File: src/logic/pmc_map.vh
// Register offsets, field positions, reset values, mode codes and timing counts.
`ifndef PMC_MAP_VH
`define PMC_MAP_VH
`define PMC_OFS_CTRL 8'h00
`define PMC_OFS_CLKCFG 8'h04
`define PMC_OFS_STATUS 8'h08
`define PMC_OFS_BORCFG 8'h0c
`define PMC_OFS_BORSTAT 8'h10
`define PMC_OFS_TRIM 8'h14
`define PMC_MODE_RUN 3'h0
`define PMC_MODE_SLEEP 3'h1
`define PMC_MODE_STOP 3'h2
`define PMC_MODE_STANDBY 3'h3
`define PMC_MODE_SHUTDOWN 3'h4
`define PMC_CTRL_MODE_LSB 0
`define PMC_CTRL_POL_LSB 4
`define PMC_CTRL_GO_BIT 8
`define PMC_CLK_MSRC_BIT 0
`define PMC_CLK_HFSEL_LSB 1
`define PMC_CLK_MFEN_BIT 3
`define PMC_CLK_CONVEN_BIT 4
`define PMC_CLK_OUTEN_BIT 5
`define PMC_CLK_STOPHF_BIT 6
`define PMC_CLK_RESET 7'h00
`define PMC_TRIM_PAR_BIT 16
`define PMC_TRIM_RESET 17'h00000
`define PMC_BORCFG_RESET 12'h000
`define PMC_RATE_HF 2'h0
`define PMC_RATE_4M 2'h1
`define PMC_RATE_32K 2'h2
`define PMC_RATE_NONE 2'h3
`define PMC_CLK_NS 100
`define PMC_SEQ_NS 1000
`define PMC_SEQ_CYC 8'h0a
`endif

File: src/logic/pmc_ctrl.v
// Power mode and clock distribution controller with APB register access.
//
// The APB slave port and the register offsets were left to the implementer.
`timescale 1ns/100ps
`include "pmc_map.vh"
module pmc_ctrl (
    input wire pclk,
    input wire presetn,
    input wire psel,
    input wire penable,
    input wire pwrite,
    input wire [7:0] paddr,
    input wire [31:0] pwdata,
    output reg [31:0] prdata,
    output wire pready,
    output wire pslverr,
    input wire periph_irq,
    input wire pd0_irq,
    input wire external_reset_pin_n,
    input wire debug_activity,
    input wire wake_pin_match,
    input wire fast_clock_req,
    input wire [2:0] bor_warn_cmp,
    output reg processor_clock_en,
    output reg main_clock_en,
    output reg main_clock_src_slow,
    output reg ultra_low_power_clock_en,
    output reg [1:0] ultra_low_power_clock_rate,
    output reg timer_clock_en,
    output reg [1:0] timer_clock_rate,
    output reg mid_freq_fixed_clock_en,
    output reg low_freq_fixed_clock_en,
    output reg converter_clock_en,
    output reg clock_out_en,
    output reg high_freq_internal_osc_en,
    output reg [1:0] high_freq_osc_sel,
    output reg low_freq_internal_osc_en,
    output reg high_perf_power_domain_en,
    output reg low_speed_power_domain_en,
    output reg high_perf_domain_retain,
    output reg domains_config_clear,
    output reg core_regulator_en,
    output reg [1:0] core_regulator_drive,
    output reg [11:0] bor_thresholds,
    output reg por_request
);

    localparam [4:0] ST_ACTIVE = 5'h01;
    localparam [4:0] ST_GATE = 5'h02;
    localparam [4:0] ST_PDOWN = 5'h04;
    localparam [4:0] ST_PUP = 5'h08;
    localparam [4:0] ST_UNGATE = 5'h10;
    localparam [7:0] SEQ_CYC = `PMC_SEQ_CYC;
    localparam NSYNC = 9;

    reg [4:0] state_r;
    reg [4:0] state_nxt;
    reg [2:0] clk_mode_r;
    reg [1:0] clk_pol_r;
    reg [2:0] pwr_mode_r;
    reg [2:0] tgt_mode_r;
    reg [1:0] tgt_pol_r;
    reg [1:0] run_pol_r;
    reg [7:0] wait_r;
    reg [6:0] clkcfg_r;
    reg [16:0] trim_r;
    reg [2:0] bor_flag_r;
    reg [NSYNC-1:0] s1_r;
    reg [NSYNC-1:0] s2_r;
    reg [NSYNC-1:0] s3_r;
    reg [NSYNC-1:0] filt_r;
    wire [NSYNC-1:0] async_in;
    wire setup;
    wire access;
    wire wr;
    wire go;
    wire wake;
    wire mapped;
    wire f_irq;
    wire f_pd0;
    wire f_rst_n;
    wire f_dbg;
    wire f_pin;
    wire f_fast;
    wire [2:0] f_bor;
    wire [2:0] req_mode;
    wire [1:0] req_pol;
    wire wait_done;

    // Rate of the peripheral clock for a mode and policy; stop policy zero follows the run policy.
    function [1:0] ulp_rate;
        input [2:0] mode;
        input [1:0] pol;
        input [1:0] rpol;
        begin
            case (mode)
                `PMC_MODE_RUN, `PMC_MODE_SLEEP: begin
                    ulp_rate = (pol == 2'd0) ? `PMC_RATE_HF : `PMC_RATE_32K;
                end
                `PMC_MODE_STOP: begin
                    if (pol == 2'd2) begin
                        ulp_rate = `PMC_RATE_32K;
                    end else if (pol == 2'd0 && rpol != 2'd0) begin
                        ulp_rate = `PMC_RATE_32K;
                    end else begin
                        ulp_rate = `PMC_RATE_4M;
                    end
                end
                `PMC_MODE_STANDBY: begin
                    ulp_rate = `PMC_RATE_32K;
                end
                default: begin
                    ulp_rate = `PMC_RATE_NONE;
                end
            endcase
        end
    endfunction

    // Fast oscillator demand for a mode and policy.
    function hf_on;
        input [2:0] mode;
        input [1:0] pol;
        input [1:0] rpol;
        input stop_keep;
        begin
            case (mode)
                `PMC_MODE_RUN, `PMC_MODE_SLEEP: begin
                    hf_on = (pol != 2'd2);
                end
                `PMC_MODE_STOP: begin
                    if (pol == 2'd0) begin
                        hf_on = (rpol == 2'd0) ? stop_keep : (rpol == 2'd1);
                    end else begin
                        hf_on = (pol == 2'd1);
                    end
                end
                default: begin
                    hf_on = 1'b0;
                end
            endcase
        end
    endfunction

    assign async_in = {periph_irq, pd0_irq, external_reset_pin_n, debug_activity,
                       wake_pin_match, fast_clock_req, bor_warn_cmp};

    // Three-stage synchroniser; a new level is accepted once stages two and three agree.
    always @(posedge pclk or negedge presetn) begin
        if (!presetn) begin
            s1_r <= 9'h040;
            s2_r <= 9'h040;
            s3_r <= 9'h040;
            filt_r <= 9'h040;
        end else begin
            s1_r <= async_in;
            s2_r <= s1_r;
            s3_r <= s2_r;
            filt_r <= (s2_r & s3_r) | (filt_r & (s2_r | s3_r));
        end
    end

    assign f_irq = filt_r[8];
    assign f_pd0 = filt_r[7];
    assign f_rst_n = filt_r[6];
    assign f_dbg = filt_r[5];
    assign f_pin = filt_r[4];
    assign f_fast = filt_r[3];
    assign f_bor = filt_r[2:0];

    assign setup = psel & ~penable;
    assign access = psel & penable;
    assign wr = access & pwrite;
    assign pready = 1'b1;
    assign mapped = (paddr == `PMC_OFS_CTRL) || (paddr == `PMC_OFS_CLKCFG) ||
                    (paddr == `PMC_OFS_STATUS) || (paddr == `PMC_OFS_BORCFG) ||
                    (paddr == `PMC_OFS_BORSTAT) || (paddr == `PMC_OFS_TRIM);
    assign pslverr = access & ~mapped;
    assign req_mode = pwdata[`PMC_CTRL_MODE_LSB+2:`PMC_CTRL_MODE_LSB];
    assign req_pol = pwdata[`PMC_CTRL_POL_LSB+1:`PMC_CTRL_POL_LSB];
    // Entry is taken only from steady run; a run request or an unknown mode code is ignored.
    assign go = wr && (paddr == `PMC_OFS_CTRL) && pwdata[`PMC_CTRL_GO_BIT] &&
                (state_r == ST_ACTIVE) && (clk_mode_r == `PMC_MODE_RUN) &&
                (req_mode != `PMC_MODE_RUN) && (req_mode <= `PMC_MODE_SHUTDOWN);
    assign wait_done = (wait_r == 8'h00);

    // Wake sources by mode: shutdown only listens to reset pin, debug and pin match.
    assign wake = (pwr_mode_r == `PMC_MODE_SLEEP) ? f_irq :
                  (pwr_mode_r == `PMC_MODE_STOP ||
                   pwr_mode_r == `PMC_MODE_STANDBY) ? (f_irq | f_pd0) :
                  (pwr_mode_r == `PMC_MODE_SHUTDOWN) ? (~f_rst_n | f_dbg | f_pin) :
                  1'b0;

    always @* begin
        state_nxt = state_r;
        case (state_r)
            ST_ACTIVE: begin
                if (go) begin
                    state_nxt = ST_GATE;
                end else if (wake && clk_mode_r != `PMC_MODE_RUN) begin
                    state_nxt = ST_PUP;
                end
            end
            ST_GATE: begin
                if (wait_done) begin
                    state_nxt = ST_PDOWN;
                end
            end
            ST_PDOWN: begin
                state_nxt = ST_ACTIVE;
            end
            ST_PUP: begin
                if (wait_done) begin
                    state_nxt = ST_UNGATE;
                end
            end
            ST_UNGATE: begin
                state_nxt = ST_ACTIVE;
            end
            default: begin
                state_nxt = ST_ACTIVE;
            end
        endcase
    end

    // Clocks move first on entry, power first on wake, with a settle time between.
    always @(posedge pclk or negedge presetn) begin
        if (!presetn) begin
            state_r <= ST_ACTIVE;
            clk_mode_r <= `PMC_MODE_RUN;
            clk_pol_r <= 2'd0;
            pwr_mode_r <= `PMC_MODE_RUN;
            tgt_mode_r <= `PMC_MODE_RUN;
            tgt_pol_r <= 2'd0;
            run_pol_r <= 2'd0;
            wait_r <= 8'h00;
        end else begin
            state_r <= state_nxt;
            if (wait_r != 8'h00) begin
                wait_r <= wait_r - 8'h01;
            end
            case (state_r)
                ST_ACTIVE: begin
                    if (go) begin
                        tgt_mode_r <= req_mode;
                        tgt_pol_r <= (req_mode == `PMC_MODE_STANDBY && req_pol > 2'd1) ?
                                     2'd1 : req_pol;
                        clk_mode_r <= req_mode;
                        clk_pol_r <= req_pol;
                        wait_r <= SEQ_CYC;
                    end else if (wake && clk_mode_r != `PMC_MODE_RUN) begin
                        pwr_mode_r <= `PMC_MODE_RUN;
                        wait_r <= SEQ_CYC;
                    end else if (wr && paddr == `PMC_OFS_CTRL &&
                                 clk_mode_r == `PMC_MODE_RUN &&
                                 req_mode == `PMC_MODE_RUN && req_pol != 2'd3) begin
                        clk_pol_r <= req_pol;
                        run_pol_r <= req_pol;
                    end
                end
                ST_GATE: begin
                    if (tgt_mode_r == `PMC_MODE_STANDBY) begin
                        clk_pol_r <= tgt_pol_r;
                    end
                    if (wait_done) begin
                        pwr_mode_r <= tgt_mode_r;
                    end
                end
                ST_PUP: begin
                    if (wait_done) begin
                        clk_mode_r <= `PMC_MODE_RUN;
                        clk_pol_r <= run_pol_r;
                    end
                end
            endcase
        end
    end

    // Register file, brownout flags and trim parity watch.
    always @(posedge pclk or negedge presetn) begin
        if (!presetn) begin
            clkcfg_r <= `PMC_CLK_RESET;
            trim_r <= `PMC_TRIM_RESET;
            bor_thresholds <= `PMC_BORCFG_RESET;
            bor_flag_r <= 3'h0;
            por_request <= 1'b0;
            prdata <= 32'h00000000;
        end else begin
            // Flags set by a comparator win over a clear in the same cycle.
            bor_flag_r <= (bor_flag_r & ~((wr && paddr == `PMC_OFS_BORSTAT) ?
                          pwdata[2:0] : 3'h0)) | f_bor;
            por_request <= por_request | (^trim_r);
            if (wr && paddr == `PMC_OFS_CLKCFG) begin
                clkcfg_r <= pwdata[6:0];
            end
            if (wr && paddr == `PMC_OFS_TRIM) begin
                trim_r <= pwdata[16:0];
            end
            if (wr && paddr == `PMC_OFS_BORCFG) begin
                bor_thresholds <= pwdata[11:0];
            end
            if (setup) begin
                if (paddr == `PMC_OFS_CTRL) begin
                    prdata <= {26'h0, clk_pol_r, 1'b0, clk_mode_r};
                end else if (paddr == `PMC_OFS_CLKCFG) begin
                    prdata <= {25'h0, clkcfg_r};
                end else if (paddr == `PMC_OFS_STATUS) begin
                    prdata <= {16'h0, 3'h0, state_r, 2'h0, run_pol_r, 1'b0, pwr_mode_r};
                end else if (paddr == `PMC_OFS_BORCFG) begin
                    prdata <= {20'h0, bor_thresholds};
                end else if (paddr == `PMC_OFS_BORSTAT) begin
                    prdata <= {29'h0, bor_flag_r};
                end else if (paddr == `PMC_OFS_TRIM) begin
                    prdata <= {15'h0, trim_r};
                end else begin
                    prdata <= 32'h00000000;
                end
            end
        end
    end

    // Clock and power outputs decoded from the clock-side and power-side modes.
    always @(posedge pclk or negedge presetn) begin
        if (!presetn) begin
            processor_clock_en <= 1'b1;
            main_clock_en <= 1'b1;
            main_clock_src_slow <= 1'b0;
            ultra_low_power_clock_en <= 1'b1;
            ultra_low_power_clock_rate <= `PMC_RATE_HF;
            timer_clock_en <= 1'b1;
            timer_clock_rate <= `PMC_RATE_HF;
            mid_freq_fixed_clock_en <= 1'b0;
            low_freq_fixed_clock_en <= 1'b1;
            converter_clock_en <= 1'b0;
            clock_out_en <= 1'b0;
            high_freq_internal_osc_en <= 1'b1;
            high_freq_osc_sel <= 2'h0;
            low_freq_internal_osc_en <= 1'b1;
            high_perf_power_domain_en <= 1'b1;
            low_speed_power_domain_en <= 1'b1;
            high_perf_domain_retain <= 1'b0;
            domains_config_clear <= 1'b0;
            core_regulator_en <= 1'b1;
            core_regulator_drive <= 2'h2;
        end else begin
            processor_clock_en <= (clk_mode_r == `PMC_MODE_RUN);
            main_clock_en <= (clk_mode_r <= `PMC_MODE_SLEEP);
            main_clock_src_slow <= (clk_pol_r != 2'd0) | clkcfg_r[`PMC_CLK_MSRC_BIT];
            ultra_low_power_clock_en <= (clk_mode_r <= `PMC_MODE_STANDBY) &&
                !(clk_mode_r == `PMC_MODE_STANDBY && clk_pol_r == 2'd1 && !f_fast);
            ultra_low_power_clock_rate <= ulp_rate(clk_mode_r, clk_pol_r, run_pol_r);
            timer_clock_en <= (clk_mode_r <= `PMC_MODE_STANDBY);
            timer_clock_rate <= ulp_rate(clk_mode_r, clk_pol_r, run_pol_r);
            mid_freq_fixed_clock_en <= clkcfg_r[`PMC_CLK_MFEN_BIT] &&
                ((clk_mode_r <= `PMC_MODE_SLEEP && clk_pol_r == 2'd0) ||
                 (clk_mode_r == `PMC_MODE_STOP && clk_pol_r != 2'd2));
            low_freq_fixed_clock_en <= (clk_mode_r <= `PMC_MODE_STANDBY);
            converter_clock_en <= clkcfg_r[`PMC_CLK_CONVEN_BIT] &&
                (clk_mode_r <= `PMC_MODE_STOP);
            clock_out_en <= clkcfg_r[`PMC_CLK_OUTEN_BIT] &&
                (clk_mode_r <= `PMC_MODE_STANDBY);
            high_freq_internal_osc_en <= hf_on(clk_mode_r, clk_pol_r, run_pol_r,
                clkcfg_r[`PMC_CLK_STOPHF_BIT]);
            high_freq_osc_sel <= clkcfg_r[`PMC_CLK_HFSEL_LSB+1:`PMC_CLK_HFSEL_LSB];
            low_freq_internal_osc_en <= (pwr_mode_r != `PMC_MODE_SHUTDOWN);
            high_perf_power_domain_en <= (pwr_mode_r <= `PMC_MODE_SLEEP);
            low_speed_power_domain_en <= (pwr_mode_r <= `PMC_MODE_STANDBY);
            high_perf_domain_retain <= (pwr_mode_r == `PMC_MODE_STOP) ||
                (pwr_mode_r == `PMC_MODE_STANDBY);
            domains_config_clear <= (pwr_mode_r == `PMC_MODE_SHUTDOWN);
            core_regulator_en <= (pwr_mode_r != `PMC_MODE_SHUTDOWN);
            core_regulator_drive <= (pwr_mode_r <= `PMC_MODE_SLEEP) ? 2'h2 :
                (pwr_mode_r == `PMC_MODE_STOP) ? 2'h1 : 2'h0;
        end
    end

endmodule // pmc_ctrl

File: config.mk
export PLATFORM = sky130hd
export DESIGN_NAME = pmc_ctrl
export DESIGN_NICKNAME = d
export VERILOG_FILES = /design/src/logic/pmc_ctrl.v
export VERILOG_INCLUDE_DIRS = /design/src /design/src/logic
export SDC_FILE = /design/constraint.sdc
export NUM_CORES = 1
export LEC_CHECK = 0
export BUFFER_PORTS_ARGS = -buffer_cell sky130_fd_sc_hd__buf_2
export CORE_UTILIZATION = 44
export DETAILED_ROUTE_END_ITERATION = 8
export GPL_ROUTABILITY_DRIVEN = 0
export PLACE_DENSITY_LB_ADDON = 0.2
export SYNTH_ARGS = -nofsm -noshare
export SYNTH_HDL_FRONTEND = slang
export SYNTH_SLANG_ARGS = --single-unit
File: constraint.sdc
create_clock -name pclk -period 2.1 [get_ports pclk]
set_input_delay 0.42 -clock pclk [delete_from_list [all_inputs] [get_ports pclk]]
set_output_delay 0.42 -clock pclk [all_outputs]
set_load 0.05 [all_outputs]
# [Word-level counts from Yosys, hierarchy flattened]
# Index checks and enable logic that the tools add are counted.
[classes] n_bitwise=21 n_shift=0 order_cmp=7 n_mux=42 n_eq_ne=32 div_mod_pow=0 n_mul=0 reduce_logical=55 n_addsub=1
[ops] operator="17-bit 2-to-1 mux" count=6
[ops] operator="8-bit 2-to-1 mux" count=4
[ops] operator="1-bit logical AND" count=24
[ops] operator="2-bit 2-to-1 mux" count=10
[ops] operator="5-bit 2-to-1 mux" count=4
[ops] operator="9-bit bitwise AND" count=2
[ops] operator="3-bit by 2-bit equality test with 1-bit output (second input constant)" count=6
[ops] operator="3-bit 2-to-1 mux" count=6
[ops] operator="9-bit OR" count=2
[ops] operator="17-bit XOR reduction" count=1
[ops] operator="8-bit by 4-bit equality test with 1-bit output (second input constant)" count=2
[ops] operator="8-bit by 5-bit equality test with 1-bit output (second input constant)" count=2
[ops] operator="8-bit zero test" count=2
[ops] operator="5-bit one-hot mux with 3 select lines" count=1
[ops] operator="2-bit inequality test (second input constant)" count=7
[ops] operator="2-bit one-hot mux with 3 select lines" count=2
[ops] operator="3-bit one-hot mux with 2 select lines" count=2
[ops] operator="3-bit by 2-bit less-or-equal comparator with 1-bit output (second input constant)" count=3
[ops] operator="3-bit nonzero test" count=3
[ops] operator="8-bit by 3-bit equality test with 1-bit output (second input constant)" count=1
[ops] operator="4-bit AND reduction" count=2
[ops] operator="2-bit nonzero test" count=4
[ops] operator="8-bit nonzero test" count=1
[ops] operator="8-bit by 1-bit subtractor with 8-bit output (second input constant)" count=1
[ops] operator="29 further kinds" count=60
[totals] ramBits=0 ff_bits=156 latch_bits=0 inputBits=54 memories=0 mem_bits_ro=0

# [Longest topological paths before layout]
[logic_depth] depth_word=10 ltp_mapped=7 depth_no_buf=7

# [Worst setup path after synthesis]
# No wires, ideal clock.
[synth_path] path_kind="input-to-output" from="input port paddr[4]" to="output port pslverr" t_required_ps=1680 t_arrival_ps=1952 path_slack_ps=-272 path_stages=5 path_cell_list="buf_6 > clkbuf_1 > clkbuf_1 > nand2_1 > a21oi_1"
[synth_between] elab_chain_len=8 elab_cells_between_ends=13
[synth_lines] element="start: declaration" line="pmc_ctrl.v:12" source="input wire [7:0] paddr,"
[synth_lines] element="8-bit by 3-bit equality test with 1-bit output (no source line) / 8-bit zero test (equally long branches)"
[synth_lines] element="1-bit logical OR (4 in a row)" line="pmc_ctrl.v:174" source="assign mapped = (paddr == `PMC_OFS_CTRL) || (paddr == `PMC_OFS_CLKCFG) ||"
[synth_lines] element="1-bit logical OR (*)" line="pmc_ctrl.v:174"
[synth_lines] element="1-bit NOT (*)" line="pmc_ctrl.v:177" source="assign pslverr = access & ~mapped;"
[synth_lines] element="1-bit bitwise AND (*)" line="pmc_ctrl.v:177"
[synth_lines] element="end: declaration" line="pmc_ctrl.v:16" source="output wire pslverr,"
# Mark *: on every way between the ends. The rest lies on a longest branch, timed or not.

# [Worst setup path after layout]
[layout_path] from="input port paddr[0]" to="output port pslverr"
# Same word-level chain as after synthesis.

==> flow_metrics.tcl <==
set metrics [dict create \
    post-route-min-period_ns 2.02 \
    post_synth.cell_area_avg_um2 12.1 \
    worstPathMaxFanout 6 \
    reg2reg_depth 5 \
    min_to "s1_r[6]$_DFF_PN1_" \
    layout-area-overhead-vs-synth_pct 24.5 \
    worst_path_max_delay_cell "sky130_fd_sc_hd__nor4_4" \
    grt_setup_unrepaired "false" \
    gr_overflow_total 0 \
    finalSetupViolations 0 \
    grt_pass1_vias 4219 \
    finalPower_uw 6080 \
    powerDensity_nw_per_um2 825 \
    timing.critical_path.from_type "input pin" \
    clkTransAtPathRegs_ns 0.06 \
    worst_r2r_endpoint "clk_pol_r[0]$_DFFE_PN0P_" \
    maximum_vdd_ir_drop_mv 0.611 \
    timing.setup.tns_ns 0 \
    dr.first_iter.drc_count 252 \
    num_rows 41 \
    cts_max_path_buffers 2 \
    dpl.hpwl_um 9650 \
    detailroute.via_count 4169 \
    grt_max_degree 46 \
    design.die.area_um2 13900 \
    synth.yosys.seq_area_share_pct 59.5 \
    worstPathRequired_ns 1.68 \
    initial_utilization_pct 45.9 \
    synth.area.top_cells "sky130_fd_sc_hd__dfrtp_1, sky130_fd_sc_hd__mux2_2, sky130_fd_sc_hd__dfstp_2, sky130_fd_sc_hd__buf_4, sky130_fd_sc_hd__xnor2_1" \
    min_delay_startpoint "external_reset_pin_n" \
    fin_nets 674 \
    cts_tree "built" \
    number_of_antenna_violations_at_the_first_check_in_global_routing 0 \
    worst_path_arrival_ns 1.60 \
    layout.filler_cells 1098 \
    clkSinkCount 140 \
    clock_latency_at_the_later_pin_of_the_worst_skew_pair_ns 0.42 \
    maxSlewViolCount 0 \
    synth_cell_type_count 56 \
    wire_per_inst_um 16.2 \
    post-route-period-util_pct 96.1 \
    hold-worst-slack_ns 0.0962 \
    drc_errors 0 \
    ios 125 \
    maxCapViolations 0 \
    syn_area_um2 5910 \
    hold_viol_final 0 \
    cp_cell_sequence "buf_2, or2_4, nor4_4, buf_4, a21oi_2, buf_2" \
    hold_path_class "in -> reg" \
    detail_route.wirelength_um 13000 \
    fmax_mhz 495 \
    detailedRoute.firstPassIterationCount 5 \
    die_width_um 118 \
    post_synth_edffs 0 \
    tritoncts_buffer_count 17 \
    postSynth.topFlopCell "sky130_fd_sc_hd__dfrtp_1" \
    port_buffers 93 \
    die_height_um 118 \
    final_util_pct 57.2 \
    vias_per_cell 5.19 \
    post_synth_inst_count 487 \
    final_antenna_net_count 0 \
    synth_area_leader_cell "sky130_fd_sc_hd__dfrtp_1" \
    cts-htree-levels 4 \
    final_layout_size_suffix_gt1_share_pct 35.3 \
    timing_worst_setup_path_type "in -> out" \
    synth_top_area_share_pct 53.7 \
    num_antenna_cells 0 \
    global_route.usage.total_pct 20.6 \
    grt_pass1_wl_um 21900 \
    placeableCoreArea_um2 12900 \
    timing.rr.start "state_r[2]$_DFFE_PN0P_" \
    yosys_register_bits 140 \
    synth-warning-count 0 \
    worst_hold_path.num_cells 1 \
    leakage_uw 0.00361 \
    timing.critical_path.slowest_cell_delay_ns 0.35 \
    status "completed" \
    clockRootBuffer "sky130_fd_sc_hd__clkbuf_16" \
    skew_ns 0.00797 \
    post-cts-setup-buffer-count 0 \
    cp-end-kind "output port" \
    r2r_slack_ns 0.13 \
    critical_path.most_common_cell "sky130_fd_sc_hd__buf_2" \
    async_flop_share_pct 100 \
]
-- routing by layer --
layer  global-route usage [%]  up-vias  part of all wire (%)
met1                     28.0     2051                    46
met5                        0        -                     0
li1                         -     1951                     -
met2                     30.7      142                    46
met4                     8.81        0                   2.1
met3                     5.77       25                   6.1
-- state kept, by name, indices dropped and copies added (netlist names), 5 cells and up --
signal,count
prdata,17
trim_r,17
bor_thresholds,12
filt_r,9
s1_r,9
s2_r,9
s3_r,9
wait_r,8
clkcfg_r,7
state_r,5
-- area by class of cell --
cell class | count | area [µm²] | area share [%]
flip-flops and latches | 140 | 3520 | 47.8
multi-input cells | 309 | 2170 | 29.5
repair buffers | 134 | 820 | 11.1
clock buffers | 19 | 433 | 5.88
well taps | 172 | 215 | 2.92
clock inverters | 13 | 144 | 1.95
inverters | 16 | 60.1 | 0.815
-- critical path, delay by kind of cell --
family	cells	cell delay [ns]
compound gates	1	0.06
simple gates	2	0.60
buf+inv	3	0.51
-- worst max path at each step --
stage / from / endpoint / slack (ns) / cells past startpoint
4_1_cts: paddr[0] / pslverr / 0.09 / 6
6_report: paddr[0] / pslverr / 0.08 / 6
3_5_place_dp: paddr[1] / clk_pol_r[0]$_DFFE_PN0P_ / -0.19 / 6
5_1_grt: state_r[2]$_DFFE_PN0P_ / wait_r[5]$_DFF_PN0_ / 0.004 / 6
2_1_floorplan: paddr[0] / trim_r[10]$_DFFE_PN0P_ / -0.15 / 7
3_3_place_gp: paddr[1] / clk_pol_r[1]$_DFFE_PN0P_ / -0.16 / 6
-- cells in the final DEF (no fill, tap or decap), types with 4 or more instances in the layout --
| cell | synthesis | routed |
|---|---|---|
| sky130_fd_sc_hd__dfrtp_1 | 127 | 127 |
| sky130_fd_sc_hd__buf_2 | 4 | 92 |
| sky130_fd_sc_hd__buf_4 | 22 | 37 |
| sky130_fd_sc_hd__mux2_2 | 36 | 36 |
| sky130_fd_sc_hd__nand2_1 | 34 | 34 |
| sky130_fd_sc_hd__nor2_1 | 27 | 27 |
| sky130_fd_sc_hd__o21ai_0 | 21 | 21 |
| sky130_fd_sc_hd__xnor2_1 | 17 | 17 |
| sky130_fd_sc_hd__clkbuf_16 | 0 | 17 |
| sky130_fd_sc_hd__inv_1 | 16 | 16 |
| sky130_fd_sc_hd__conb_1 | 2 | 16 |
| sky130_fd_sc_hd__a21oi_1 | 14 | 13 |
| sky130_fd_sc_hd__dfstp_2 | 13 | 13 |
| sky130_fd_sc_hd__nor2b_1 | 12 | 12 |
| sky130_fd_sc_hd__a22oi_1 | 12 | 12 |
| sky130_fd_sc_hd__nor3_1 | 10 | 10 |
| sky130_fd_sc_hd__maj3_1 | 9 | 9 |
| sky130_fd_sc_hd__a22o_1 | 8 | 8 |
| sky130_fd_sc_hd__a21o_1 | 7 | 7 |
| sky130_fd_sc_hd__nand2b_1 | 7 | 7 |
| sky130_fd_sc_hd__nand3_1 | 7 | 7 |
| sky130_fd_sc_hd__nand4_1 | 6 | 6 |
| sky130_fd_sc_hd__o31ai_1 | 6 | 6 |
| sky130_fd_sc_hd__mux2i_1 | 6 | 6 |
| sky130_fd_sc_hd__and3_1 | 5 | 5 |
| sky130_fd_sc_hd__o22ai_1 | 4 | 4 |
| sky130_fd_sc_hd__clkinvlp_4 | 0 | 4 |
-- synthesized netlist by cell type, drive strengths merged, types with 2 or more instances --
master  number
nor2b       12
and3         5
or3          3
or2          2
maj3         9
o21ai       21
o31ai        6
xor2         3
a21o         7
dfstp       13
or4          2
nand4        6
nor3b        2
nor3        10
o211ai       2
mux2i        6
nand3        7
a211oi       3
a22oi       12
nor4         2
a22o         8
buf         27
and4         2
dfrtp      127
nand2       34
inv         16
a221oi       3
and2         2
conb         2
a21oi       14
o22ai        4
mux2        38
ha           2
xnor2       17
nor2        27
nand2b       7
clkbuf       9
-- through the flow --
step	setup WS (ns)	area (µm²)	instances
after global placement	-0.163	6780	770
after floorplan	-0.147	6010	501
after CTS	0.0917	7370	803
after detailed placement	-0.189	6780	770
after global routing	0.00387	7370	803
final	0.0815	7370	803
-- report_power, final --
part	total [µW]	internal, µW	switching, µW
sequential	2800	2770	33.9
combinational	398	124	274
clock	2880	1750	1130
total	6080	4640	1440
-- logic make-up (layout without fill, tap and decap cells) --
kind of cell | Yosys count | in the layout | synth area share (%)
buf+inv | 52 | 182 | 4.91
xor+xnor | 21 | 21 | 3.34
fa+ha+maj | 11 | 11 | 1.95
mux | 44 | 44 | 8.38
other cells | 2 | 16 | 0.127
flops | 140 | 140 | 59.5
simple gates | 127 | 127 | 11.5
compound gates | 90 | 90 | 10.3
-- repair_timing --
| action | in CTS | in global routing |
|---|---|---|
| hold buffers | 1 | 0 |
| resized for setup | 0 | 0 |
| hold endpoints to repair | 40 | 0 |
No activity file was read; power rests on OpenSTA's default activity.
